## config.mk

```make
export PLATFORM = sky130hd
export DESIGN_NAME = fcs_supervisor
export DESIGN_NICKNAME = d
export VERILOG_FILES = /design/src/logic/fcs_sync.v /design/src/logic/fcs_fault_latch.v /design/src/logic/fcs_supervisor.v
export VERILOG_INCLUDE_DIRS = /design/src /design/src/logic
export SDC_FILE = /design/constraint.sdc
export NUM_CORES = 1
export LEC_CHECK = 0
export BUFFER_PORTS_ARGS = -buffer_cell sky130_fd_sc_hd__clkbuf_2
export CAP_MARGIN = 20
export CORE_AREA = 5 5 195 141
export DETAILED_ROUTE_END_ITERATION = 8
export DIE_AREA = 0 0 200 146
export GPL_TIMING_DRIVEN = 1
export MAX_ROUTING_LAYER = met4
export PLACE_DENSITY = 0.82
export SLEW_MARGIN = 20
export SYNTH_ARGS = -nofsm -noshare
export SYNTH_HDL_FRONTEND = slang
export SYNTH_SLANG_ARGS = --single-unit
```

## constraint.sdc

```tcl
create_clock -name clk -period 5.32 [get_ports clk]
set_clock_uncertainty 0.2 [all_clocks]
set_input_delay 0 -clock clk [delete_from_list [all_inputs] [get_ports clk]]
set_output_delay 0 -clock clk [all_outputs]
set_load 0.1 [all_outputs]
```

## src/logic/fcs_defs.vh

```
// constants of the converter fault supervisor
//
// Behaviour
// - With decoding off, each of the four optical gating inputs drives its own switch gate output.
// - The gate outputs come from the optical inputs, either directly or through a table of switching states.
// - Any present fault overrides the inputs with all switches off or the one shared short state, the choice made per cause.
// - Each fault cause has its own latched fault flag output.
// - The fast monitor checks bus voltage and output current at about 150 ksps against their limits.
// - The slow monitor checks heatsink temperature and the 5 V supply against their limits.
// - Default limits are 30 A current, 450 V per half bus, 90 degC and a 4.5 V to 5.5 V supply.
// - The global fault output is active low: high in normal operation and low once a fault is seen.
// - A tripped fault stays until the clear button input, or a software clear, releases it.
// - The global fault output is the level that is forwarded to the master controller.
`ifndef FCS_DEFS_VH
`define FCS_DEFS_VH

// ============================================================
// timing
`define FCS_CLK_PERIOD_NS       10
`define FCS_FAST_SAMPLE_NS      6667
`define FCS_FAST_SAMPLE_CYCLES  (`FCS_FAST_SAMPLE_NS / `FCS_CLK_PERIOD_NS)
`define FCS_SLOW_SAMPLE_US      1000
`define FCS_SLOW_SAMPLE_CYCLES  (`FCS_SLOW_SAMPLE_US * 1000 / `FCS_CLK_PERIOD_NS)

// ============================================================
// register byte offsets
`define FCS_OFS_CTRL            8'h00
`define FCS_OFS_FAULT_MODE      8'h04
`define FCS_OFS_SHORT_PATTERN   8'h08
`define FCS_OFS_DECODE_TABLE    8'h0C
`define FCS_OFS_CURRENT_LIMIT   8'h10
`define FCS_OFS_VOLTAGE_LIMIT   8'h14
`define FCS_OFS_TEMP_LIMIT      8'h18
`define FCS_OFS_SUPPLY_MIN      8'h1C
`define FCS_OFS_SUPPLY_MAX      8'h20
`define FCS_OFS_FAULT_STATE     8'h24
`define FCS_OFS_IRQ_STATUS      8'h28
`define FCS_OFS_IRQ_MASK        8'h2C
`define FCS_OFS_GATE_STATE      8'h30
`define FCS_OFS_FIRST_FAULT     8'h34
`define FCS_OFS_TRIP_COUNT      8'h38

// ============================================================
// fields
`define FCS_CTRL_DECODE_BIT     0
`define FCS_CTRL_ACK_BIT        1
`define FCS_CTRL_ENABLE_BIT     2
`define FCS_NUM_FAULTS          5
`define FCS_FLT_OC              0
`define FCS_FLT_OV              1
`define FCS_FLT_TEMP            2
`define FCS_FLT_PSU             3
`define FCS_FLT_DSAT            4
`define FCS_GLOBAL_BIT          8

// ============================================================
// reset values; current 0.1 A, voltage 0.1 V, temperature 0.1 degC, supply mV
`define FCS_RST_CTRL            3'h4
`define FCS_RST_FAULT_MODE      5'h00
`define FCS_RST_SHORT_PATTERN   4'h6
`define FCS_RST_DECODE_TABLE    16'h3C60
`define FCS_RST_CURRENT_LIMIT   16'h012C
`define FCS_RST_VOLTAGE_LIMIT   16'h1194
`define FCS_RST_TEMP_LIMIT      16'h0384
`define FCS_RST_SUPPLY_MIN      16'h1194
`define FCS_RST_SUPPLY_MAX      16'h157C
`define FCS_RST_IRQ_MASK        5'h1F

`endif

```

## src/logic/fcs_sync.v

```verilog
// two-stage synchroniser for asynchronous pins
`timescale 1ns/10ps
module fcs_sync
#(
  parameter WIDTH    = 1,
  parameter RESET_LO = 0
)
(
  input  wire             clk,
  input  wire             resetn,
  input  wire [WIDTH-1:0] asyncIn,
  output reg  [WIDTH-1:0] syncOut
);

  reg [WIDTH-1:0] stage1_reg;

  // ============================================================
  // stage one is read by stage two only
  always @(posedge clk or negedge resetn)
  begin
    if (!resetn)
    begin
      stage1_reg <= {WIDTH{RESET_LO == 0}};
      syncOut    <= {WIDTH{RESET_LO == 0}};
    end
    else
    begin
      stage1_reg <= asyncIn;
      syncOut    <= stage1_reg;
    end
  end

endmodule // fcs_sync

```

## src/logic/fcs_fault_latch.v

```verilog
// one latched fault cause with its active-low flag
`timescale 1ns/10ps
module fcs_fault_latch
(
  input  wire clk,
  input  wire resetn,
  input  wire setIn,
  input  wire clearIn,
  output reg  latched,
  output reg  flagN
);

  wire latched_next;

  // ============================================================
  // trip holds until cleared; a trip in the clear cycle wins
  assign latched_next = setIn | (latched & ~clearIn);

  always @(posedge clk or negedge resetn)
  begin
    if (!resetn)
    begin
      latched <= 1'b0;
      flagN   <= 1'b1;
    end
    else
    begin
      latched <= latched_next;
      flagN   <= ~latched_next;
    end
  end

endmodule // fcs_fault_latch

```

## src/logic/fcs_supervisor.v

```verilog
// converter fault supervisor: gate mapping, limit monitors, fault latching, apb registers
//
// Our own choices: the APB register port and the placing of the registers.
`timescale 1ns/10ps
`include "fcs_defs.vh"
module fcs_supervisor
#(
  parameter FAST_CYCLES = `FCS_FAST_SAMPLE_CYCLES,
  parameter SLOW_CYCLES = `FCS_SLOW_SAMPLE_CYCLES
)
(
  input  wire        clk,
  input  wire        resetn,
  input  wire        psel,
  input  wire        penable,
  input  wire        pwrite,
  input  wire [7:0]  paddr,
  input  wire [31:0] pwdata,
  output reg  [31:0] prdata,
  output reg         pready,
  output reg         pslverr,
  input  wire        opticalGateA,
  input  wire        opticalGateB,
  input  wire        opticalGateC,
  input  wire        opticalGateD,
  input  wire        faultAck,
  input  wire        driverDesatN,
  input  wire [15:0] currentSample,
  input  wire [15:0] busVoltUpper,
  input  wire [15:0] busVoltLower,
  input  wire [15:0] heatsinkTemp,
  input  wire [15:0] supplyMilliVolt,
  output reg         switchDriveA,
  output reg         switchDriveB,
  output reg         switchDriveC,
  output reg         switchDriveD,
  output wire        overcurrentFlagN,
  output wire        overvoltageFlagN,
  output wire        temperatureFlagN,
  output wire        supplyFlagN,
  output wire        desaturationFlagN,
  output reg         globalFaultN,
  output reg         irq
);

  localparam NF = `FCS_NUM_FAULTS;
  localparam [31:0] FAST_LAST = FAST_CYCLES - 1;
  localparam [31:0] SLOW_LAST = SLOW_CYCLES - 1;

  // ============================================================
  // registers
  reg  [2:0]    ctrl_reg;
  reg  [NF-1:0] faultMode_reg;
  reg  [3:0]    shortPattern_reg;
  reg  [15:0]   decodeTable_reg;
  reg  [15:0]   currentLimit_reg;
  reg  [15:0]   voltageLimit_reg;
  reg  [15:0]   tempLimit_reg;
  reg  [15:0]   supplyMin_reg;
  reg  [15:0]   supplyMax_reg;
  reg  [NF-1:0] irqStatus_reg;
  reg  [NF-1:0] irqStatus_next;
  reg  [NF-1:0] irqMask_reg;
  reg  [NF-1:0] firstFault_reg;
  reg  [15:0]   tripCount_reg;
  reg  [16:0]   fastCnt_reg;
  reg  [16:0]   slowCnt_reg;
  reg           fastTick_reg;
  reg           slowTick_reg;
  reg           ackPrev_reg;
  reg  [31:0]   readMux;
  reg           readErr;
  reg  [3:0]    decoded;
  reg  [3:0]    drive_next;

  wire [3:0]    gateSync;
  wire          ackSync;
  wire          desatSyncN;
  wire          ackPulse;
  wire          swAck;
  wire          apbWrite;
  wire          apbRead;
  wire [15:0]   absCurrent;
  wire [NF-1:0] fltSet;
  wire [NF-1:0] latched;
  wire [NF-1:0] flagsN;
  wire [NF-1:0] faultNow;
  wire [NF-1:0] newTrip;
  wire [3:0]    normalGate;
  wire          blockFault;
  wire          shortFault;

  // ============================================================
  // pin synchronisers
  fcs_sync #(.WIDTH(4), .RESET_LO(1)) gateSyncInst
  (
    .clk     (clk),
    .resetn  (resetn),
    .asyncIn ({opticalGateD, opticalGateC, opticalGateB, opticalGateA}),
    .syncOut (gateSync)
  );

  fcs_sync #(.WIDTH(1), .RESET_LO(1)) ackSyncInst
  (
    .clk     (clk),
    .resetn  (resetn),
    .asyncIn (faultAck),
    .syncOut (ackSync)
  );

  fcs_sync #(.WIDTH(1), .RESET_LO(0)) desatSyncInst
  (
    .clk     (clk),
    .resetn  (resetn),
    .asyncIn (driverDesatN),
    .syncOut (desatSyncN)
  );

  // ============================================================
  // apb access
  assign apbWrite = psel & penable & pready & pwrite;
  assign apbRead  = psel & penable & pready & ~pwrite;
  assign swAck    = apbWrite & (paddr == `FCS_OFS_CTRL) & pwdata[`FCS_CTRL_ACK_BIT];

  always @*
  begin
    readMux = 32'h00000000;
    readErr = 1'b0;
    case (paddr)
      `FCS_OFS_CTRL:          readMux[2:0]  = ctrl_reg & 3'h5;
      `FCS_OFS_FAULT_MODE:    readMux[4:0]  = faultMode_reg;
      `FCS_OFS_SHORT_PATTERN: readMux[3:0]  = shortPattern_reg;
      `FCS_OFS_DECODE_TABLE:  readMux[15:0] = decodeTable_reg;
      `FCS_OFS_CURRENT_LIMIT: readMux[15:0] = currentLimit_reg;
      `FCS_OFS_VOLTAGE_LIMIT: readMux[15:0] = voltageLimit_reg;
      `FCS_OFS_TEMP_LIMIT:    readMux[15:0] = tempLimit_reg;
      `FCS_OFS_SUPPLY_MIN:    readMux[15:0] = supplyMin_reg;
      `FCS_OFS_SUPPLY_MAX:    readMux[15:0] = supplyMax_reg;
      `FCS_OFS_FAULT_STATE:
      begin
        readMux[4:0]              = latched;
        readMux[`FCS_GLOBAL_BIT]  = ~globalFaultN;
      end
      `FCS_OFS_IRQ_STATUS:    readMux[4:0]  = irqStatus_reg;
      `FCS_OFS_IRQ_MASK:      readMux[4:0]  = irqMask_reg;
      `FCS_OFS_GATE_STATE:
      begin
        readMux[3:0] = gateSync;
        readMux[7:4] = {switchDriveD, switchDriveC, switchDriveB, switchDriveA};
      end
      `FCS_OFS_FIRST_FAULT:   readMux[4:0]  = firstFault_reg;
      `FCS_OFS_TRIP_COUNT:    readMux[15:0] = tripCount_reg;
      default:                readErr       = 1'b1;
    endcase
  end

  // read data and answer are taken in the setup cycle: one access cycle, no waits
  always @(posedge clk or negedge resetn)
  begin
    if (!resetn)
    begin
      prdata  <= 32'h00000000;
      pready  <= 1'b0;
      pslverr <= 1'b0;
    end
    else
    begin
      pready <= psel & ~penable;
      if (psel & ~penable)
      begin
        prdata  <= pwrite ? 32'h00000000 : readMux;
        pslverr <= readErr;
      end
      else
      begin
        pslverr <= 1'b0;
      end
    end
  end

  always @(posedge clk or negedge resetn)
  begin
    if (!resetn)
    begin
      ctrl_reg         <= `FCS_RST_CTRL;
      faultMode_reg    <= `FCS_RST_FAULT_MODE;
      shortPattern_reg <= `FCS_RST_SHORT_PATTERN;
      decodeTable_reg  <= `FCS_RST_DECODE_TABLE;
      currentLimit_reg <= `FCS_RST_CURRENT_LIMIT;
      voltageLimit_reg <= `FCS_RST_VOLTAGE_LIMIT;
      tempLimit_reg    <= `FCS_RST_TEMP_LIMIT;
      supplyMin_reg    <= `FCS_RST_SUPPLY_MIN;
      supplyMax_reg    <= `FCS_RST_SUPPLY_MAX;
      irqMask_reg      <= `FCS_RST_IRQ_MASK;
    end
    else if (apbWrite)
    begin
      case (paddr)
        `FCS_OFS_CTRL:          ctrl_reg         <= pwdata[2:0] & 3'h5;
        `FCS_OFS_FAULT_MODE:    faultMode_reg    <= pwdata[4:0];
        `FCS_OFS_SHORT_PATTERN: shortPattern_reg <= pwdata[3:0];
        `FCS_OFS_DECODE_TABLE:  decodeTable_reg  <= pwdata[15:0];
        `FCS_OFS_CURRENT_LIMIT: currentLimit_reg <= pwdata[15:0];
        `FCS_OFS_VOLTAGE_LIMIT: voltageLimit_reg <= pwdata[15:0];
        `FCS_OFS_TEMP_LIMIT:    tempLimit_reg    <= pwdata[15:0];
        `FCS_OFS_SUPPLY_MIN:    supplyMin_reg    <= pwdata[15:0];
        `FCS_OFS_SUPPLY_MAX:    supplyMax_reg    <= pwdata[15:0];
        `FCS_OFS_IRQ_MASK:      irqMask_reg      <= pwdata[4:0];
        default:                ctrl_reg         <= ctrl_reg;
      endcase
    end
  end

  // ============================================================
  // sample rate dividers
  always @(posedge clk or negedge resetn)
  begin
    if (!resetn)
    begin
      fastCnt_reg  <= 17'h00000;
      slowCnt_reg  <= 17'h00000;
      fastTick_reg <= 1'b0;
      slowTick_reg <= 1'b0;
    end
    else
    begin
      fastTick_reg <= (fastCnt_reg == FAST_LAST[16:0]);
      slowTick_reg <= (slowCnt_reg == SLOW_LAST[16:0]);
      fastCnt_reg  <= (fastCnt_reg == FAST_LAST[16:0]) ? 17'h00000 : fastCnt_reg + 17'h00001;
      slowCnt_reg  <= (slowCnt_reg == SLOW_LAST[16:0]) ? 17'h00000 : slowCnt_reg + 17'h00001;
    end
  end

  // ============================================================
  // limit checks
  assign absCurrent = currentSample[15] ? (~currentSample + 16'h0001) : currentSample;

  assign fltSet[`FCS_FLT_OC]   = fastTick_reg & (absCurrent > currentLimit_reg);
  assign fltSet[`FCS_FLT_OV]   = fastTick_reg & ((busVoltUpper > voltageLimit_reg) |
                                                 (busVoltLower > voltageLimit_reg));
  assign fltSet[`FCS_FLT_TEMP] = slowTick_reg & ($signed(heatsinkTemp) > $signed(tempLimit_reg));
  assign fltSet[`FCS_FLT_PSU]  = slowTick_reg & ((supplyMilliVolt < supplyMin_reg) |
                                                 (supplyMilliVolt > supplyMax_reg));
  assign fltSet[`FCS_FLT_DSAT] = ~desatSyncN;

  // ============================================================
  // fault latches, one per cause
  always @(posedge clk or negedge resetn)
  begin
    if (!resetn)
    begin
      ackPrev_reg <= 1'b0;
    end
    else
    begin
      ackPrev_reg <= ackSync;
    end
  end

  assign ackPulse = (ackSync & ~ackPrev_reg) | swAck;

  genvar gi;
  generate
    for (gi = 0; gi < NF; gi = gi + 1)
    begin : faultGen
      fcs_fault_latch faultInst
      (
        .clk     (clk),
        .resetn  (resetn),
        .setIn   (fltSet[gi]),
        .clearIn (ackPulse),
        .latched (latched[gi]),
        .flagN   (flagsN[gi])
      );
    end
  endgenerate

  assign overcurrentFlagN  = flagsN[`FCS_FLT_OC];
  assign overvoltageFlagN  = flagsN[`FCS_FLT_OV];
  assign temperatureFlagN  = flagsN[`FCS_FLT_TEMP];
  assign supplyFlagN       = flagsN[`FCS_FLT_PSU];
  assign desaturationFlagN = flagsN[`FCS_FLT_DSAT];

  assign faultNow = fltSet | (latched & ~{NF{ackPulse}});
  assign newTrip  = fltSet & ~latched;

  // ============================================================
  // gate generation
  assign normalGate = gateSync;

  always @*
  begin
    decoded = 4'h0;
    case (gateSync[1:0])
      2'h0:    decoded = decodeTable_reg[3:0];
      2'h1:    decoded = decodeTable_reg[7:4];
      2'h2:    decoded = decodeTable_reg[11:8];
      2'h3:    decoded = decodeTable_reg[15:12];
      default: decoded = 4'h0;
    endcase
  end

  // blocking wins over the short state when both kinds of cause are present
  assign blockFault = |(faultNow & ~faultMode_reg);
  assign shortFault = |(faultNow & faultMode_reg);

  always @*
  begin
    drive_next = ctrl_reg[`FCS_CTRL_DECODE_BIT] ? decoded : normalGate;
    if (!ctrl_reg[`FCS_CTRL_ENABLE_BIT])
    begin
      drive_next = 4'h0;
    end
    if (blockFault)
    begin
      drive_next = 4'h0;
    end
    else if (shortFault)
    begin
      drive_next = shortPattern_reg;
    end
  end

  always @(posedge clk or negedge resetn)
  begin
    if (!resetn)
    begin
      switchDriveA <= 1'b0;
      switchDriveB <= 1'b0;
      switchDriveC <= 1'b0;
      switchDriveD <= 1'b0;
      globalFaultN <= 1'b1;
    end
    else
    begin
      switchDriveA <= drive_next[0];
      switchDriveB <= drive_next[1];
      switchDriveC <= drive_next[2];
      switchDriveD <= drive_next[3];
      globalFaultN <= ~(|faultNow);
    end
  end

  // ============================================================
  // interrupt status, first cause and trip count
  always @*
  begin
    irqStatus_next = irqStatus_reg;
    if (apbRead && (paddr == `FCS_OFS_IRQ_STATUS))
    begin
      irqStatus_next = irqStatus_reg & ~prdata[4:0];
    end
    irqStatus_next = irqStatus_next | newTrip;
  end

  always @(posedge clk or negedge resetn)
  begin
    if (!resetn)
    begin
      irqStatus_reg  <= 5'h00;
      irq            <= 1'b0;
      firstFault_reg <= 5'h00;
      tripCount_reg  <= 16'h0000;
    end
    else
    begin
      irqStatus_reg <= irqStatus_next;
      irq           <= |(irqStatus_next & irqMask_reg);
      if (~(|latched) & (|newTrip))
      begin
        firstFault_reg <= newTrip;
      end
      if ((|newTrip) & ~(|latched) & (tripCount_reg != 16'hFFFF))
      begin
        tripCount_reg <= tripCount_reg + 16'h0001;
      end
    end
  end

endmodule // fcs_supervisor

```

**After elaboration in Yosys (flattened, before gate mapping)**

Index checks and enable logic that the tools add are counted.
Widths: inputs -> output; s select.

- Register bits after elaboration: 237
- Input bits: 131
- Output and inout port bits: 45
- Logic and storage cells: 164

- Add/sub/neg operators: 4
- Magnitude comparators: 6
- Equality and inequality tests: 20
- Multiplexer cells: 18
- Bitwise logic cells: 53
- Reduce and logical (&&, ||, !) cells: 20

Operators with widths:

| cell | number |
|---|---|
| $gt 16x16->1 | 5 |
| $eq 8x6->1 const B | 7 |
| $pmux 7 s7 | 1 |
| $pmux 3 s15 | 1 |
| $add 17x1->17 const B | 2 |
| $mux 17 | 2 |
| $add 16x1->16 const B | 2 |
| $eq 8x5->1 const B | 4 |
| $mux 16 | 2 |
| $and 5x5->5 | 6 |
| $reduce_or 5->1 | 6 |
| $pmux 3 s8 | 1 |
| $not 5->5 | 4 |
| $reduce_and 2->1 | 10 |
| $and 1x1->1 | 19 |
| $eq 17x10->1 const B | 1 |
| $eq 17x17->1 const B | 1 |
| $eq 8x4->1 const B | 2 |
| $lt 16x16->1 | 1 |
| $mux 4 | 4 |
| $ne 16x16->1 const B | 1 |
| $not 16->16 | 1 |
| $pmux 4 s4 | 1 |
| $reduce_or 15->1 | 1 |
| 14 further kinds | 36 |

**Logic depth before layout (Yosys ltp)**

- Word-level depth: 13
- Mapped depth: 17

**Hierarchy**

From an unflattened synthesis, not the netlist that was laid out.

- Cell total of the unflattened synthesis: 1,202
- Area, all modules: 12,584.6 um2

Modules (own cells, without submodules):

| module | times used | cells an instance | area each (um2) | seq. area each (um2) |
|---|---|---|---|---|
| fcs_supervisor | 1 | 1,165 | 11,944.0 | 5,031.1 |
| fcs_fault_latch | 5 | 5 | 67.6 | 51.3 |
| fcs_sync (gateSyncInst) | 1 | 8 | 200.2 | 200.2 |
| fcs_sync (desatSyncInst) | 1 | 2 | 52.6 | 52.6 |
| fcs_sync (ackSyncInst) | 1 | 2 | 50.0 | 50.0 |

**Worst setup path before layout**

Ideal clock, no wire load.

- Kind: in2reg
- Start: input port currentSample[5]
- End: register tripCount_reg[14]
- Data arrival time: 3,256 ps
- Data required time: 4,992 ps
- Path slack: 1,737 ps
- Stages on the path: 15
- Cell sequence: nor4_1 -> nand2b_1 -> nor2_1 -> nand2_1 -> o41ai_1 -> xnor2_1 -> ha_1 -> nand4_1 -> a2111oi_0 -> nor3_1 -> o32a_1 -> o2111a_1 -> buf_2 -> nor4_1 -> mux2_1

- Word-level cells in the longest chain between the ends: 9

RTL lines:

| what | RTL line | RTL |
|---|---|---|
| start, declared | fcs_supervisor.v:28 | `input wire [15:0] currentSample,` |
| $not 16->16 | fcs_supervisor.v:236 | `assign absCurrent = currentSample[15] ? (~currentSample + 16'h0001) : currentSample;` |
| $add 16x1->16 | fcs_supervisor.v:236 |  |
| $mux 16 (*) | fcs_supervisor.v:236 |  |
| $gt 16x16->1 (*) | fcs_supervisor.v:238 | `` assign fltSet[`FCS_FLT_OC] = fastTick_reg & (absCurrent > currentLimit_reg); `` |
| $and 1x1->1 (*) | fcs_supervisor.v:238 |  |
| $and 5x5->5 (*) | fcs_supervisor.v:285 | `assign newTrip = fltSet & ~latched;` |
| $reduce_or 5->1 (*) | fcs_supervisor.v:373 | `if ((\|newTrip) & ~(\|latched) & (tripCount_reg != 16'hFFFF))` |
| $and 1x1->1 (*) (2 in series) | fcs_supervisor.v:373 |  |
| end signal, assigned | fcs_supervisor.v:375 | `tripCount_reg <= tripCount_reg + 16'h0001;` |
| end, declared | fcs_supervisor.v:65 | `reg [15:0] tripCount_reg;` |

Every way passes the cells marked *; elsewhere a longest branch is shown, timed or not.
A chain may end at the register's enable or synchronous reset.

**Final worst setup path**

- Start: register tempLimit_reg[15]
- End: register firstFault_reg[1]

- Word-level cells in the longest chain between the ends: 5

RTL lines:

| what | RTL line | RTL |
|---|---|---|
| start, declared | fcs_supervisor.v:58 | `reg [15:0] tempLimit_reg;` |
| start signal, assigned | fcs_supervisor.v:191 | `` tempLimit_reg <= `FCS_RST_TEMP_LIMIT; `` |
| start signal, assigned | fcs_supervisor.v:205 | `` `FCS_OFS_TEMP_LIMIT: tempLimit_reg <= pwdata[15:0]; `` |
| $gt 16x16->1 | fcs_supervisor.v:241 | `` assign fltSet[`FCS_FLT_TEMP] = slowTick_reg & ($signed(heatsinkTemp) > $signed(tempLimit_reg)); `` |
| $and 1x1->1 | fcs_supervisor.v:241 |  |
| $and 5x5->5 | fcs_supervisor.v:285 |  |
| $reduce_or 5->1 | fcs_supervisor.v:369 | `if (~(\|latched) & (\|newTrip))` |
| $and 1x1->1 | fcs_supervisor.v:369 |  |
| end signal, assigned | fcs_supervisor.v:371 | `firstFault_reg <= newTrip;` |
| end, declared | fcs_supervisor.v:64 | `reg [NF-1:0] firstFault_reg;` |

Every way passes these cells.

==> impl_metrics.toml <==
[run_status]
outcome = "completed"

[critical_path]
slowest_stage = "o31ai_1"
crit_family = "compound AO/OA/AOI/OAI gates"
crit_cells = 10
rr_endpoint = "firstFault_reg[1]$_DFFE_PN0P_"
critPathKind = "reg2reg"
worstSetupEndpointType = "flop"
r2r.worst_path.cells = 10
worstSetupStartpoint = "tempLimit_reg[15]$_DFFE_PN0P_"
critPathMaxStageDelay_ns = 0.87
crit_buf_inv = 2
cpMostUsedCell = "inv_1"
crit_required_ns = 5.53
cp-start-kind = "flop"
worstPathArrival_ns = 4.35
r2r_slack_ns = 1.18
worstReg2RegStart = "tempLimit_reg[15]$_DFFE_PN0P_"
path_max_fanout = 16
crit_chain = "inv_1 > ha_1 > inv_1 > a2111oi_0 > o211ai_1 > o31ai_1 > or2_2 > o2111a_1 > nor2_1 > mux2_1"

[clock_tree]
clockBufferDepth = 3
cts-htree-levels = 1
clock_sinks = 221
post_cts_buffers = 0
cts_buffers = 24
clk-insertion-delay-late_ns = 0.53
clock-root-buffer = "clkbuf_16"
cts.repair.resized = 0
postCtsHoldBufs = 47
cts_tree = "done"
clk_pin_slew_ns = 0.06

[floorplanning]
coreArea_sq_um = 25300
die-height_um = 146
dieArea_sq_um = 29200
dieWidth_um = 200
ios = 176
fp-row-count = 49
initial_core_util = 0.493

[yosys]
ys_seq_area_frac = 0.449
yosysMostFrequentCell = "dfrtp_1"
netlist_top_cells_area = "dfrtp_1, dfstp_2, ha_1"
async_reset_ff_frac = 1.00
yosys_most_used_dff = "dfrtp_1"
synth_cells = 1172
syn_area_per_cell_sq_um = 10.6
ys_seq_elements = 221
synth_cell_types = 72
yosysWarningCount = 0
synthTopCellsByCount = "dfrtp_1, inv_1, ha_1, mux2_2, nand2_1"
yosysTopAreaCell = "dfrtp_1"
netlist_area_sq_um = 12500
synth_top_area_frac = 0.348
synth-edff-count = 0

[timing]
setup_viol = 0
fmax_mhz = 241
setup_tns_ns = 0
rsz0062_at_grt = "no"
period_share = 0.779
period_minus_slack_ns = 4.14
hold_viol_final = 0
relSlewSlack = 0.318
tightest_slew_ns = 1.01
maxSlewViolCount = 0

[pwr]
peakVddDrop_mv = 0.263
leakagePower_nw = 6.75
swShare = 0.253
power.total_mw = 3.84
clkPwrFrac = 0.444
power.switching_mw = 0.972
p_int_mw = 2.86
power_frac_comb = 0.103
power_density_nw_per_um2 = 259
pwr-share-seq = 0.453

[routing]
finalWirelength_um = 38300
ant_nets = 0
viasPerCell = 6.03
vias = 10377
drc_errors = 0
dr.pass1.iters = 6
wl_per_cell_um = 22.3
drt_first_iter_violations = 1339

[placed_design]
port_buffers = 143
gp_congestion = 1.00
dp_cells = 1630
placed_area_sq_um = 13500
hpwl_um = 28800

[grt]
grt_usage = 0.263
grt_pass1_vias = 10271
grt_max_degree = 180
antenna_found_initial = 0
grt_pass1_wl_um = 58900
overflow = 0

[worst_hold_path]
hold_depth = 5
worstHoldPathType = "in2reg"
hold_start = "paddr[7]"
hold_end = "faultMode_reg[1]$_DFFE_PN0P_"

[layout]
drive_gt1_frac = 0.253
fin_nets = 1603
diodes = 0
syn_to_final_growth_pct = 18.8
fin_util = 0.586
finalNonFillerCells = 1721
regArea_sq_um = 5590
nFillCells = 2120
finalInstanceArea_sq_um = 14800
multi_input_area_sq_um = 6290

[job]
drv_cap = 0
## layer usage
layer / share of wire / global-route usage
met2: 0.43 / 0.377
met5: 0 / -
met3: 0.11 / 0.0606
met4: 0.027 / 0.0621
met1: 0.44 / 0.382
## power groups by stage
stage | sequential (mW) | clock (mW) | combinational, mW
finish | 1.74 | 1.70 | 0.396
global route | 1.74 | 1.79 | 0.432
CTS | 1.74 | 1.72 | 0.393
detailed placement | 1.77 | 0 | 0.364
global placement | 1.76 | 0 | 0.350
floorplan | 1.77 | 0 | 0.204
## kinds of logic after synthesis
| family | count (synthesis) | share of synthesized area |
|---|---|---|
| AND/OR/NAND/NOR | 311 | 0.123 |
| flip-flops | 221 | 0.449 |
| AO/OA/AOI/OAI | 219 | 0.128 |
| buffers and inverters | 146 | 0.0508 |
| multiplexers | 118 | 0.109 |
| adder cells (fa/ha/maj) | 100 | 0.100 |
| XOR/XNOR | 56 | 0.0394 |
| other | 1 | 0.000301 |
## worst max path at each step
stage	to	slack, ns
after global placement	firstFault_reg[0]$_DFFE_PN0P_	1.07
after detailed placement	firstFault_reg[4]$_DFFE_PN0P_	0.98
after global routing	tripCount_reg[14]$_DFFE_PN0P_	1.03
after floorplan	tripCount_reg[14]$_DFFE_PN0P_	1.74
final	firstFault_reg[1]$_DFFE_PN0P_	1.18
after CTS	firstFault_reg[4]$_DFFE_PN0P_	1.43
## placed cells by master (no fill, tap or decap), drive strengths merged, types with 8 or more instances in the layout
cell type	instances
xnor2	28
conb	16
o21ai	30
a222oi	12
a21oi	37
xor2	28
nor2	67
nor4	8
ha	100
nand4	29
nand3	49
a22o	13
dfstp	48
mux2	108
nor3	17
clkbuf	179
a21o	11
and3	11
dlygate4sd3	46
dfrtp	173
buf	14
inv	103
a22oi	49
nand2	86
## metrics by stage
stage          hold WS [ns]  worst slack, ns
2_1_floorplan        -0.496             1.74
3_3_place_gp         -0.297             1.07
3_5_place_dp         -0.289            0.982
4_1_cts              0.0543             1.43
5_1_grt               0.135             1.03
6_report             0.0955             1.18
## tightest hold or removal path: stages
cell      delay [ns]
clkbuf_2        0.09
or4_4           0.17
nor2_1          0.15
nand2_1         0.24
o21ai_0         0.11
## layout make-up
| type | count | area share |
|---|---|---|
| clock buffers | 37 | 0.0479 |
| clock inverters | 7 | 0.00668 |
| inverters | 103 | 0.0261 |
| multi-input cells | 820 | 0.425 |
| flip-flops and latches | 221 | 0.378 |
| well taps | 331 | 0.0280 |
| repair buffers | 202 | 0.0884 |
Note: power is estimated with default switching activity, not from simulation.
